File: config.mk
export PLATFORM = sky130hd
export DESIGN_NAME = bt_basic_timer
export DESIGN_NICKNAME = d
export VERILOG_FILES = /design/src/verilog/bt_pkg.sv /design/src/verilog/bt_prescaler.sv /design/src/verilog/bt_basic_timer.sv
export SDC_FILE = /design/constraint.sdc
export NUM_CORES = 1
export LEC_CHECK = 0
export BUFFER_PORTS_ARGS = -buffer_cell sky130_fd_sc_hd__buf_4
export CAP_MARGIN = 10
export CELL_PAD_IN_SITES_DETAIL_PLACEMENT = 0
export CELL_PAD_IN_SITES_GLOBAL_PLACEMENT = 2
export CORE_ASPECT_RATIO = 1.2
export CORE_MARGIN = 3
export CORE_UTILIZATION = 29
export DETAILED_ROUTE_END_ITERATION = 10
export PLACE_DENSITY = 0.86
export SETUP_SLACK_MARGIN = 0.05
export SYNTH_ARGS = -nofsm -noshare
export SYNTH_HDL_FRONTEND = slang
export SYNTH_SLANG_ARGS = --single-unit
File: constraint.sdc
create_clock -name ref_clk_i -period 2 [get_ports ref_clk_i]
set_input_delay 0.4 -clock ref_clk_i [delete_from_list [all_inputs] [get_ports ref_clk_i]]
set_output_delay 0.4 -clock ref_clk_i [all_outputs]
set_load 0.01 [all_outputs]
File: src/verilog/bt_pkg.sv
// basic timer package: register map, field layout, reset values, types
// assumes a 32-bit apb slave with one aligned word per register
package bt_pkg;

    // ==========================================================
    // register indices (byte address is four times the index)
    localparam logic [9:0] BT_IDX_MODE = 10'h0D8;  // timer_mode_control
    localparam logic [9:0] BT_IDX_COUNT = 10'h0D9; // timer_count_value
    localparam logic [9:0] BT_IDX_CTRL = 10'h0DC;  // overflow flag and enable
    localparam logic [9:0] BT_IDX_STS = 10'h0DD;   // sticky events, read clears
    localparam logic [9:0] BT_IDX_MSK = 10'h0DE;   // event mask

    // ==========================================================
    // field positions
    localparam int BT_EN_BIT = 7;      // count_enable_bit
    localparam int BT_SEL_MSB = 6;     // prescale_select top
    localparam int BT_SEL_LSB = 4;     // prescale_select bottom
    localparam int BT_FLAG_BIT = 0;    // overflow_flag
    localparam int BT_IEN_BIT = 1;     // overflow_irq_enable
    localparam int BT_EV_OVF = 0;      // status: overflow seen
    localparam int BT_EV_WAKE = 1;     // status: green-mode wake issued
    localparam int BT_EV_N = 2;

    // ==========================================================
    // widths and values
    localparam int BT_CNT_W = 8;
    localparam int BT_SEL_W = 3;
    localparam logic [7:0] BT_RST_VAL = 8'h00;
    localparam logic [7:0] BT_CNT_FULL = 8'hFF;
    localparam logic [7:0] BT_CNT_ZERO = 8'h00;
    localparam logic [7:0] BT_MODE_WMASK = 8'hF0; // low nibble reserved, reads zero
    localparam logic [7:0] BT_PRE_ONES = 8'hFF;

    // ==========================================================
    // system power modes
    typedef enum logic [1:0] {
        BT_PM_NORMAL = 2'b00,
        BT_PM_SLOW = 2'b01,
        BT_PM_GREEN = 2'b11
    } bt_pmode_e;

    // apb slave handshake, idle goes straight to resp (two bits flip), prep unused
    typedef enum logic [1:0] {
        BT_AS_IDLE = 2'b00,
        BT_AS_PREP = 2'b01,
        BT_AS_RESP = 2'b11
    } bt_apb_e;

    // mode/control register layout
    typedef struct packed {
        logic en;
        logic [BT_SEL_W-1:0] sel;
        logic [3:0] rsvd;
    } bt_mode_s;

    // answer of the slave to one access
    typedef struct packed {
        logic [31:0] rdata;
        logic err;
    } bt_resp_s;

endpackage : bt_pkg

File: src/verilog/bt_prescaler.sv
// basic timer prescaler: divides the instruction-clock enable by 2..256
// assumes fcpu_en_i is a one-cycle pulse per instruction cycle
`timescale 1ns/1ns
module bt_prescaler
    import bt_pkg::*;
#(
    parameter int PRE_W = 8
) (
    // clock and reset
    input wire logic ref_clk_i,
    input wire logic rst_i,
    // control
    input wire logic fcpu_en_i,
    input wire logic run_i,
    input wire logic [BT_SEL_W-1:0] sel_i,
    // timer clock enable
    output logic tick_o
);

    logic [PRE_W-1:0] pre_q;
    logic [PRE_W-1:0] mask;

    // ==========================================================
    // select mask: 000 needs all bits set, 111 only bit 0
    always_comb begin
        mask = BT_PRE_ONES[PRE_W-1:0] >> sel_i;
    end

    // free count of instruction cycles, cleared while stopped
    always_ff @(posedge ref_clk_i or posedge rst_i) begin
        if (rst_i) begin
            pre_q <= '0;
        end else if (!run_i) begin
            pre_q <= '0;
        end else if (fcpu_en_i) begin
            pre_q <= pre_q + 1'b1;
        end
    end

    // one tick each 2^(8-sel) instruction cycles
    always_ff @(posedge ref_clk_i or posedge rst_i) begin
        if (rst_i) begin
            tick_o <= 1'b0;
        end else begin
            tick_o <= run_i && fcpu_en_i && ((pre_q & mask) == mask);
        end
    end

    tick_src_a: assert property (@(posedge ref_clk_i) disable iff (rst_i)
        tick_o |-> $past(fcpu_en_i) && $past(run_i))
        else $error("timer tick without instruction cycle");

endmodule : bt_prescaler

File: src/verilog/bt_basic_timer.sv
// basic 8-bit up timer with prescaler, overflow flag, irq and green wake
// assumes an apb master on ref_clk_i and fcpu_en_i once per instruction
//
// How it works
// counts only while enable bit set
// 8-bit counter steps by one per tick
// overflow only on wrap from FF to 00
// overflow sets flag, only software clears
// no reload; continues from zero after wrap
// enabled overflow flag raises interrupt request
// service routine must clear overflow flag
// counts in normal, slow and green modes
// green-mode overflow sets flag and wakes system
// tick comes only from divided instruction clock
// select 000..111 divides by 256..2
// count readable and writable, write replaces count
// software configures before setting enable bit
// software loads count before enable, reloads after
// start count is 256 minus interval times rate
// overflow beats same-cycle flag clear
//
// Design decision made here: the APB interface to the registers.
`timescale 1ns/1ns
module bt_basic_timer
    import bt_pkg::*;
#(
    parameter int ADDR_W = 12
) (
    // clock and reset
    input wire logic ref_clk_i,
    input wire logic rst_i,
    // apb slave
    input wire logic psel,
    input wire logic penable,
    input wire logic pwrite,
    input wire logic [ADDR_W-1:0] paddr,
    input wire logic [31:0] pwdata,
    output logic [31:0] prdata,
    output logic pready,
    output logic pslverr,
    // system side
    input wire logic fcpu_en_i,
    input wire logic [1:0] power_mode_i,
    // events
    output logic irq_o,
    output logic wake_o
);

    // ==========================================================
    // state
    bt_mode_s mode_q;
    logic [BT_CNT_W-1:0] count_q;
    logic flag_q;
    logic ien_q;
    logic [BT_EV_N-1:0] sts_q;
    logic [BT_EV_N-1:0] msk_q;
    bt_apb_e as_q;
    bt_resp_s resp_d;
    bt_pmode_e pmode;

    logic tick;
    logic ovf;
    logic [9:0] idx;
    logic commit;
    logic wr_mode;
    logic wr_count;
    logic wr_ctrl;
    logic wr_msk;
    logic rd_sts;
    logic flag_clr;
    logic [BT_EV_N-1:0] ev;

    // ==========================================================
    // access decode
    assign idx = paddr[11:2];
    assign pmode = bt_pmode_e'(power_mode_i);
    // write and read-clear take effect on the edge pready is seen high
    assign commit = psel && penable && pready;
    assign wr_mode = commit && pwrite && (idx == BT_IDX_MODE);
    assign wr_count = commit && pwrite && (idx == BT_IDX_COUNT);
    assign wr_ctrl = commit && pwrite && (idx == BT_IDX_CTRL);
    assign wr_msk = commit && pwrite && (idx == BT_IDX_MSK);
    assign rd_sts = commit && !pwrite && (idx == BT_IDX_STS);
    // writing zero to the flag bit clears it, writing one is ignored
    assign flag_clr = wr_ctrl && !pwdata[BT_FLAG_BIT];

    // ==========================================================
    // prescaler from the instruction clock
    bt_prescaler #(
        .PRE_W(BT_CNT_W)
    ) u_pre (
        .ref_clk_i(ref_clk_i),
        .rst_i(rst_i),
        .fcpu_en_i(fcpu_en_i),
        .run_i(mode_q.en),
        .sel_i(mode_q.sel),
        .tick_o(tick)
    );

    // wrap from full scale only, in every power mode
    assign ovf = tick && mode_q.en && (count_q == BT_CNT_FULL);

    // ==========================================================
    // mode register: enable and prescale select
    always_ff @(posedge ref_clk_i or posedge rst_i) begin
        if (rst_i) begin
            mode_q <= bt_mode_s'(BT_RST_VAL);
        end else if (wr_mode) begin
            mode_q <= bt_mode_s'(pwdata[7:0] & BT_MODE_WMASK);
        end
    end

    // counter: software write wins, otherwise step on tick
    always_ff @(posedge ref_clk_i or posedge rst_i) begin
        if (rst_i) begin
            count_q <= BT_RST_VAL;
        end else if (wr_count) begin
            count_q <= pwdata[BT_CNT_W-1:0];
        end else if (tick && mode_q.en) begin
            count_q <= count_q + 1'b1;
        end
    end

    count_no_tick_a: assert property (@(posedge ref_clk_i) disable iff (rst_i)
        !tick && !wr_count |=> count_q == $past(count_q))
        else $error("counter moved without a tick");

    // overflow flag: set beats clear
    always_ff @(posedge ref_clk_i or posedge rst_i) begin
        if (rst_i) begin
            flag_q <= 1'b0;
        end else if (ovf) begin
            flag_q <= 1'b1;
        end else if (flag_clr) begin
            flag_q <= 1'b0;
        end
    end

    ovf_sets_flag_a: assert property (@(posedge ref_clk_i) disable iff (rst_i)
        ovf |=> flag_q)
        else $error("overflow did not set the flag");

    // overflow interrupt enable
    always_ff @(posedge ref_clk_i or posedge rst_i) begin
        if (rst_i) begin
            ien_q <= 1'b0;
        end else if (wr_ctrl) begin
            ien_q <= pwdata[BT_IEN_BIT];
        end
    end

    // ==========================================================
    // sticky events and their mask
    assign ev[BT_EV_OVF] = ovf;
    assign ev[BT_EV_WAKE] = ovf && (pmode == BT_PM_GREEN);

    always_ff @(posedge ref_clk_i or posedge rst_i) begin
        if (rst_i) begin
            sts_q <= '0;
        end else if (rd_sts) begin
            // only bits already returned are cleared, new events stay
            sts_q <= (sts_q & ~prdata[BT_EV_N-1:0]) | ev;
        end else begin
            sts_q <= sts_q | ev;
        end
    end

    sts_sticky_a: assert property (@(posedge ref_clk_i) disable iff (rst_i)
        !rd_sts |=> (sts_q & $past(sts_q)) == $past(sts_q))
        else $error("status bit dropped without a read");

    always_ff @(posedge ref_clk_i or posedge rst_i) begin
        if (rst_i) begin
            msk_q <= '0;
        end else if (wr_msk) begin
            msk_q <= pwdata[BT_EV_N-1:0];
        end
    end

    // ==========================================================
    // interrupt level and green-mode wake pulse
    always_ff @(posedge ref_clk_i or posedge rst_i) begin
        if (rst_i) begin
            irq_o <= 1'b0;
        end else begin
            irq_o <= (flag_q && ien_q) || (|(sts_q & msk_q));
        end
    end

    irq_masked_a: assert property (@(posedge ref_clk_i) disable iff (rst_i)
        |(sts_q & msk_q) |=> irq_o)
        else $error("unmasked status raised no interrupt");

    irq_quiet_a: assert property (@(posedge ref_clk_i) disable iff (rst_i)
        !flag_q && !(|sts_q) |=> !irq_o)
        else $error("interrupt with no cause");

    always_ff @(posedge ref_clk_i or posedge rst_i) begin
        if (rst_i) begin
            wake_o <= 1'b0;
        end else begin
            wake_o <= ovf && (pmode == BT_PM_GREEN);
        end
    end

    green_wake_a: assert property (@(posedge ref_clk_i) disable iff (rst_i)
        ovf && (pmode == BT_PM_GREEN) |=> wake_o)
        else $error("green-mode overflow gave no wake");

    wake_single_a: assert property (@(posedge ref_clk_i) disable iff (rst_i)
        wake_o |=> !wake_o)
        else $error("wake pulse longer than one cycle");

    // ==========================================================
    // apb read mux and unmapped answer
    always_comb begin
        resp_d = '0;
        case (idx)
            BT_IDX_MODE: resp_d.rdata[7:0] = mode_q;
            BT_IDX_COUNT: resp_d.rdata[BT_CNT_W-1:0] = count_q;
            BT_IDX_CTRL: begin
                resp_d.rdata[BT_FLAG_BIT] = flag_q;
                resp_d.rdata[BT_IEN_BIT] = ien_q;
            end
            BT_IDX_STS: resp_d.rdata[BT_EV_N-1:0] = sts_q;
            BT_IDX_MSK: resp_d.rdata[BT_EV_N-1:0] = msk_q;
            default: resp_d.err = 1'b1;
        endcase
    end

    // one wait state: answer built, then pready for one cycle
    always_ff @(posedge ref_clk_i or posedge rst_i) begin
        if (rst_i) begin
            as_q <= BT_AS_IDLE;
            pready <= 1'b0;
            pslverr <= 1'b0;
            prdata <= '0;
        end else begin
            case (as_q)
                BT_AS_IDLE: begin
                    if (psel && penable) begin
                        as_q <= BT_AS_RESP;
                        pready <= 1'b1;
                        pslverr <= resp_d.err;
                        prdata <= pwrite ? 32'h0000_0000 : resp_d.rdata;
                    end
                end
                BT_AS_RESP: begin
                    as_q <= BT_AS_IDLE;
                    pready <= 1'b0;
                    pslverr <= 1'b0;
                end
                default: begin
                    as_q <= BT_AS_IDLE;
                    pready <= 1'b0;
                    pslverr <= 1'b0;
                end
            endcase
        end
    end

    ready_pulse_a: assert property (@(posedge ref_clk_i) disable iff (rst_i)
        pready |=> !pready)
        else $error("ready held longer than one cycle");

    ready_wait_a: assert property (@(posedge ref_clk_i) disable iff (rst_i)
        psel && penable && !pready |=> pready)
        else $error("access phase not answered next cycle");

    err_with_ready_a: assert property (@(posedge ref_clk_i) disable iff (rst_i)
        pslverr |-> pready)
        else $error("error response without ready");

    // ==========================================================
    // checks
    hold_when_off_a: assert property (@(posedge ref_clk_i) disable iff (rst_i)
        !mode_q.en && !wr_count |=> count_q == $past(count_q))
        else $error("counter moved while disabled");

    count_step_a: assert property (@(posedge ref_clk_i) disable iff (rst_i)
        tick && mode_q.en && !wr_count |=> count_q == $past(count_q) + 8'h01)
        else $error("counter did not step by one");

    ovf_only_wrap_a: assert property (@(posedge ref_clk_i) disable iff (rst_i)
        $rose(flag_q) |-> $past(count_q) == BT_CNT_FULL && $past(tick))
        else $error("overflow away from full scale");

    flag_set_a: assert property (@(posedge ref_clk_i) disable iff (rst_i)
        ovf ##0 flag_clr |=> flag_q)
        else $error("overflow lost to same-cycle clear");

    flag_sticky_a: assert property (@(posedge ref_clk_i) disable iff (rst_i)
        flag_q && !flag_clr |=> flag_q)
        else $error("flag dropped without software clear");

    wrap_zero_a: assert property (@(posedge ref_clk_i) disable iff (rst_i)
        ovf && !wr_count |=> count_q == BT_CNT_ZERO)
        else $error("counter did not continue from zero");

    irq_follows_a: assert property (@(posedge ref_clk_i) disable iff (rst_i)
        ovf && ien_q && !wr_ctrl |=> ##1 irq_o)
        else $error("enabled overflow raised no interrupt");

    wake_green_a: assert property (@(posedge ref_clk_i) disable iff (rst_i)
        wake_o |-> $past(ovf) && ($past(power_mode_i) == BT_PM_GREEN) && flag_q)
        else $error("wake without green-mode overflow");

    count_write_a: assert property (@(posedge ref_clk_i) disable iff (rst_i)
        wr_count |=> count_q == $past(pwdata[7:0]))
        else $error("count write not taken");

endmodule : bt_basic_timer

# --- Word level (Yosys, flattened, before mapping) ---
# Index checks and enable logic that the tools add are counted.
classes:
  n_addsub: 2
  n_eq_ne: 10
  n_shift: 1
  n_mux: 17
  bitwise: 6
  n_reduce_logical: 25
ops:
  columns: ["cell", "n"]
  rows:
  - ["$eq A10 B8 Y1 const B", 5]
  - ["$mux W8", 5]
  - ["$add A8 B1 Y8 const B", 2]
  - ["$logic_and A1 B1 Y1", 16]
  - ["$pmux W6 S2", 1]
  - ["$and A8 B8 Y8", 1]
  - ["$eq A8 B8 Y1", 1]
  - ["$eq A8 B8 Y1 const B", 1]
  - ["$pmux W2 S4", 1]
  - ["$shr A8 B3 Y8 const A", 1]
  - ["$mux W1", 7]
  - ["$mux W2", 3]
  - ["$reduce_or A5 Y1", 1]
  - ["$and A2 B2 Y2", 2]
  - ["$ne A2 B2 Y1 const B", 2]
  - ["$or A2 B2 Y2", 2]
  - ["$reduce_bool A2 Y1", 2]
  - ["$eq A2 B2 Y1 const B", 1]
  - ["$logic_not A1 Y1", 2]
  - ["$logic_not A2 Y1", 1]
  - ["$not A2 Y2", 1]
  - ["$reduce_and A2 Y1", 1]
  - ["$reduce_or A2 Y1", 1]
  - ["$logic_or A1 B1 Y1", 1]
totals:
  register_bits: 65
  inputBits: 52
  output_inout_bits: 36
  elab_cells: 76

# --- Depth between registers and ports, before layout ---
# Gate-level depths: netlist (run 1).
depth:
  depth_word: 7
  ltp_mapped: 5
  depth_no_buf: 5

# --- Cells and area by module ---
# From an unflattened synthesis (run 1), not the netlist that was laid out.
hier_totals:
  hier_cells: 223
  hier_area_um2: 2207.1
by_module_without_submodules:
  columns: ["module", "instances", "cells_per_inst", "area_each_um2", "seq_area_each_um2"]
  rows:
  - ["bt_basic_timer", 1, 177, 1739.2, 750.7]
  - ["bt_prescaler", 1, 46, 467.9, 225.2]

# --- Least setup slack after synthesis (run 1) ---
# Ideal clock, no wire load.
synth_timing:
  path_type: "input-to-reg"
  start: "input paddr[11]"
  end: "register ien_q"
  setup_time_ps: 125
  arrival_ps: 1674
  t_required_ps: 1875
  slack_ps: 202
  cell_stages: 5
  n_path_buf: 1
  path_cell_list: "or3b_1 -> buf_6 -> or2_4 -> nor3b_2 -> mux2_2"
synth_between:
  elab_chain_len: 2
synth_lines:
  columns: ["element", "line_no", "text"]
  rows:
  - ["from (decl)", "bt_basic_timer.sv:36", "input wire logic [ADDR_W-1:0] paddr,"]
  - ["$eq A10 B8 Y1", "bt_basic_timer.sv:81", "assign wr_ctrl = commit && pwrite && (idx == BT_IDX_CTRL);"]
  - ["$logic_and A1 B1 Y1", "bt_basic_timer.sv:81", null]
  - ["to (signal assigned)", "bt_basic_timer.sv:148", "ien_q <= pwdata[BT_IEN_BIT];"]
  - ["to (decl)", "bt_basic_timer.sv:54", "logic ien_q;"]
# Every way passes these cells.
# A chain may end at the register's enable or synchronous reset.

# --- Worst setup path in the final report (run 1) ---
# Ends and elaborated chain as after synthesis.

==> flow_summary.toml, run 1 <==
[cts]
numCtsBuffers = 5
clk_pin_slew_worst_paths_ns = 0.08
cts_tree = "yes"
root_buffer = "clkbuf_8"
cts_resized = 0
cts_setup_buffers = 0
cts_hold_buf = 0
cts_max_level = 2
clockBufferDepth = 2
clk_latency_ns = 0.29
cts.sinks = 39

[finish]
drive_gt1_frac = 0.2823
layout_common_cells = "buf_4, dfrtp_1, conb_1"
fin_nets = 301
insertedDiodeCount = 0
mostFrequentLayoutCell = "buf_4"
areaGrowthSynthToFinish_pct = 16.69
final_area_um2 = 2589

[worst_setup_path]
required_ns = 2.18
cp_max_fo = 6
cp-start-kind = "input pin"
reg2reg_setup_slack_ns = 0.35
crit_type = "in -> reg"
endpoint_kind = "flop"
critPathArrivalTime_ns = 1.87

[hold_path]
hp-class = "in -> async"

[global_route]
grt_pass1_wl_um = 7479
antenna_found_initial = 0
grt_max_degree = 40
grt_usage = 0.1095
first_global_vias = 1503
grt_overflow = 0

[pwr]
netSwitchingPower_mw = 0.3424
intPower_mw = 1.089
pwr-share-comb = 0.089
leakagePower_nw = 1.317
power.share.clock = 0.355
netSwitchingFraction = 0.2393
vdd_ir_drop_max_mv = 0.2444
powerDensity_nw_per_um2 = 552.8
p_seq_frac = 0.556

[synthesis]
syn_avg_cell_area_um2 = 10.77
ys.flop_type = "dfrtp_1"
ys_seq_elements = 39
yosys.cell_types.count = 43
syn_inst = 206
yosysSeqAreaShare = 0.4399
yosysWarnings = 0
ys_async_sr_fraction = 1.000
synth_area_um2 = 2218
synth_edf_count = 0

[timing]
hold_viol = 0
period_share = 0.8479
fmax_mhz = 589.7
maxSlewHeadroom = 0.6214
rsz0062_at_grt = "false"
fin_skew_ns = 0.005413
tns_ns = 0
finalSetupViolCount = 0
period_minus_slack_ns = 1.696
drv_slew = 0
worst_slew_pin_slew_ns = 0.5635

[floorplanning]
die_h_um = 101.8
die_area_um2 = 8739
boundaryPins = 88
core_area_um2 = 7360
start_util = 0.3014
rows = 34
die_w_um = 85.84

[detailed_routing]
drc = 0
drtAntennaViolNets = 0
wirelength_um = 4526
via_per_inst = 4.607
drt_pass1_iterations = 6
vias = 1557
wire_per_inst_um = 13.39
drt-initial-drc-count = 61

[placed_design]
place_area_um2 = 2507
dp_hpwl_um = 3500
gp_routability_congestion = 0.8005
io_buffer_count = 37

[job]
drv_cap = 0

[status]
status = "completed"
==> cell type report <==
class	count	area, um^2
sequential	39	975.9
clock buffer	7	76.32
tap	90	112.6
multi-input combinational	157	1100
inverter	3	11.26
clock inverter	1	5.005
timing repair buffer	41	307.8
fill	762	4771
==> cells by family (layout without fill, tap and decap cells) <==
family	Yosys count	count (layout)	share of synthesized area
other	1	24	0.001690
buffers and inverters	33	52	0.1032
flip-flops	39	39	0.4399
adder cells (fa/ha/maj)	2	2	0.01128
XOR/XNOR	12	12	0.04738
AO/OA/AOI/OAI	26	26	0.08065
AND/OR/NAND/NOR	68	68	0.1805
multiplexers	25	25	0.1354
==> power groups by stage <==
stage	Clock, mW	Sequential (mW)	Combinational, mW
2_1_floorplan	0	0.812	0.103
3_3_place_gp	0	0.811	0.128
3_5_place_dp	0	0.811	0.129
4_1_cts	0.532	0.795	0.129
5_1_grt	0.568	0.795	0.143
6_report	0.509	0.795	0.127
==> worst paths after layout <==
path	startpoint	endpoint	cells past startpoint
max reg2reg	count_q[1]	sts_q[1]	5
min in group ref_clk_i	pwdata[2]	count_q[2]	2
max	paddr[11]	ien_q	5
min reg2reg	prdata[3]	prdata[3]	2
max in group asynchronous	rst_i	count_q[1]	3
min	rst_i	prdata[4]	3
==> worst max-delay path, cell delays in order <==
cell and delay (ns):
buf_4 0.10, or3b_1 0.51, or2_4 0.31, nor3b_2 0.19
mux2_2 0.35
==> sequential cells by signal (all words and copies together) (netlist names), 2 cells and up <==
signal       flops
count_q          8
mode_q           4
msk_q            2
prdata           8
sts_q            2
u_pre.pre_q      8
==> cell usage after synthesis, types with 2 or more instances <==
cell type	count	share of area
nand4_1	6	0.017
a32o_1	3	0.014
mux2i_1	9	0.041
mux2_4	8	0.054
buf_4	24	0.081
mux2_2	8	0.041
nor2_1	4	0.0068
and3_1	3	0.0085
ha_1	2	0.011
a21oi_1	3	0.0068
xor2_1	3	0.012
nand3_1	8	0.018
nand2b_1	3	0.0085
clkbuf_1	4	0.0068
o21ai_0	7	0.016
xnor2_1	9	0.036
a21o_1	4	0.014
and2_1	5	0.014
inv_1	3	0.0051
a21boi_0	2	0.0068
buf_6	2	0.010
nand2_1	18	0.030
or3_1	2	0.0056
nand3b_1	3	0.010
o22ai_1	2	0.0056
dfrtp_1	39	0.44
nor3_1	5	0.011
nor3_4	2	0.015
==> through the flow <==
stage | setup WS, ns | hold slack (ns) | instances | power (mW) | util
after floorplan | 0.2017 | 0.4719 | 229 | 0.9151 | -
after global placement | 0.01203 | 0.4524 | 330 | 0.9382 | 0.3407
after detailed placement | 0.005026 | 0.4612 | 330 | 0.9393 | 0.3407
after CTS | 0.3161 | 0.2514 | 338 | 1.456 | 0.3518
after global routing | 0.2226 | 0.2799 | 338 | 1.507 | 0.3518
final | 0.3042 | 0.2405 | 338 | 1.431 | 0.3518
==> per-layer routing <==
metal	wire, um	vias up	GRT usage
met5	0	-	0
met4	35	0	0.02923
met3	301	4	0.03468
met2	2244	38	0.1854
met1	1945	754	0.1351
li1	-	761	-
Note: power is estimated with default switching activity, not from simulation.
==> run 2, diff against run 1 <==
- CORE_UTILIZATION: 29 -> 26
- PLACE_DENSITY: 0.86 -> 0.82
- clock period: 2 -> 1.42 ns (I/O delays scaled with it)
==> flow_summary.toml, run 2 (synthesized netlist as in run 1, its figures left out) <==
[placed_design]
dp_hpwl_um = 3992
io_buffer_count = 37
gp_routability_congestion = 0.7775
place_ws_ns = -0.3854

[cts]
cts_hold_buf = 0
cts_tree = "yes"
numCtsBuffers = 5
cts_max_level = 2
clk_latency_ns = 0.29
root_buffer = "clkbuf_8"
cts.sinks = 39
clk_pin_slew_worst_paths_ns = 0.08
clockBufferDepth = 2

[job]
drv_cap = 0

[floorplanning]
die_area_um2 = 9681
boundaryPins = 88
rows = 36
die_w_um = 90.32
start_util = 0.2706
die_h_um = 107.2
core_area_um2 = 8198

[finish]
drive_gt1_frac = 0.3852
areaGrowthSynthToFinish_pct = 30.06
fin_nets = 323
reg_top3 = "count_q x8, prdata x8, u_pre.pre_q x8"
layout_common_cells = "buf_4, dfrtp_1, conb_1"
insertedDiodeCount = 0
mostFrequentLayoutCell = "buf_4"

[timing]
finalSetupViolCount = 0
drv_slew = 0
fin_skew_ns = 0.006969
fin_ws_ns = 0.02725
rsz0062_at_grt = "true"
period_share = 0.9808
period_minus_slack_ns = 1.393
finalHoldWorstSlack_ns = -0.007416
tns_ns = 0
hold_viol = 8
fmax_mhz = 718.0

[pwr]
leakagePower_nw = 1.476
power_mw = 2.062
powerDensity_nw_per_um2 = 714.6
vdd_ir_drop_max_mv = 0.2552

[detailed_routing]
via_per_inst = 4.292
wirelength_um = 5041
wire_per_inst_um = 13.13
drc = 0
vias = 1648
drtAntennaViolNets = 0
drt_pass1_iterations = 4
drt-initial-drc-count = 20

[global_route]
grt_pass1_wl_um = 8362
grt_usage = 0.1075
first_global_vias = 1705
grt_max_degree = 23
antenna_found_initial = 0
grt_overflow = 0

[worst_setup_path]
cp_slowest_cell = "or3b_4"
cp_cell_sequence = "buf_6, or3b_4, or2_4, nor3b_4, mux2_4"
cp_max_fo = 7
regToRegEndpoint = "count_q[1]"
crit_type = "in -> reg"
slowest_delay_ns = 0.44
critPathArrivalTime_ns = 1.57
reg2reg_setup_slack_ns = 0.06
cp-start-kind = "input pin"
required_ns = 1.60
r2r_cells = 5
rr_startpoint = "as_q[0]"
endpoint_kind = "flop"

[hold_path]
hp-class = "in -> async"

[status]
violations = "hold timing"
status = "finished with violations"
run 2: worst max-delay path: cells and delay by family:
| family | cells | cell delay (ns) |
|---|---|---|
| AND/OR/NAND/NOR | 3 | 0.89 |
| multiplexers | 1 | 0.31 |
| buffers and inverters | 1 | 0.09 |
run 2: report_power, final:
| part | total (mW) | internal, mW | leakage, nW | switching [mW] |
|---|---|---|---|---|
| Clock | 0.723 | 0.345 | 0.0422 | 0.378 |
| Combinational | 0.220 | 0.100 | 0.893 | 0.119 |
| Sequential | 1.12 | 1.12 | 0.540 | 0.00352 |
run 2: through the flow:
stage	utilization	cell area, um^2	std cells
after global placement	0.3304	2709	374
after floorplan	-	2313	229
after CTS	0.3425	2808	382
after detailed placement	0.3304	2709	374
final	0.3520	2885	384
after global routing	0.3520	2885	384
run 2: how the worst max path moves through the flow:
stage	start	to	slack, ns	depth (start not counted)
floorplan	paddr[10]	ien_q	-0.22	5
global placement	paddr[10]	ien_q	-0.37	5
detailed placement	paddr[10]	sts_q[1]	-0.39	6
CTS	as_q[0]	mode_q[4]	0.02	4
global route	as_q[0]	count_q[1]	-0.004	5
finish	paddr[11]	ien_q	0.03	5
run 2: routing by layer:
| metal | up-vias | GRT usage | wire length (um) |
|---|---|---|---|
| li1 | 803 | - | - |
| met1 | 794 | 0.1305 | 2083 |
| met2 | 46 | 0.1911 | 2671 |
| met3 | 5 | 0.02877 | 256 |
| met4 | 0 | 0.02298 | 30 |
| met5 | - | 0 | 0 |
run 2: cell type report:
type | instances | area [um^2]
Fill cell | 865 | 5313
Multi-Input combinational cell | 157 | 1180
Sequential cell | 39 | 977.2
Timing Repair Buffer | 63 | 493.0
Tap cell | 114 | 142.6
Clock buffer | 7 | 76.32
Inverter | 3 | 11.26
Clock inverter | 1 | 5.005
run 2: timing repair:
| item | 4_1_cts | 5_1_grt |
|---|---|---|
| pin swaps | 2 | 8 |
| resized for setup | 5 | 14 |
| buffers inserted | 0 | 2 |
| endpoints found under the hold margin | 0 | 0 |
| setup endpoints to repair | 20 | 27 |
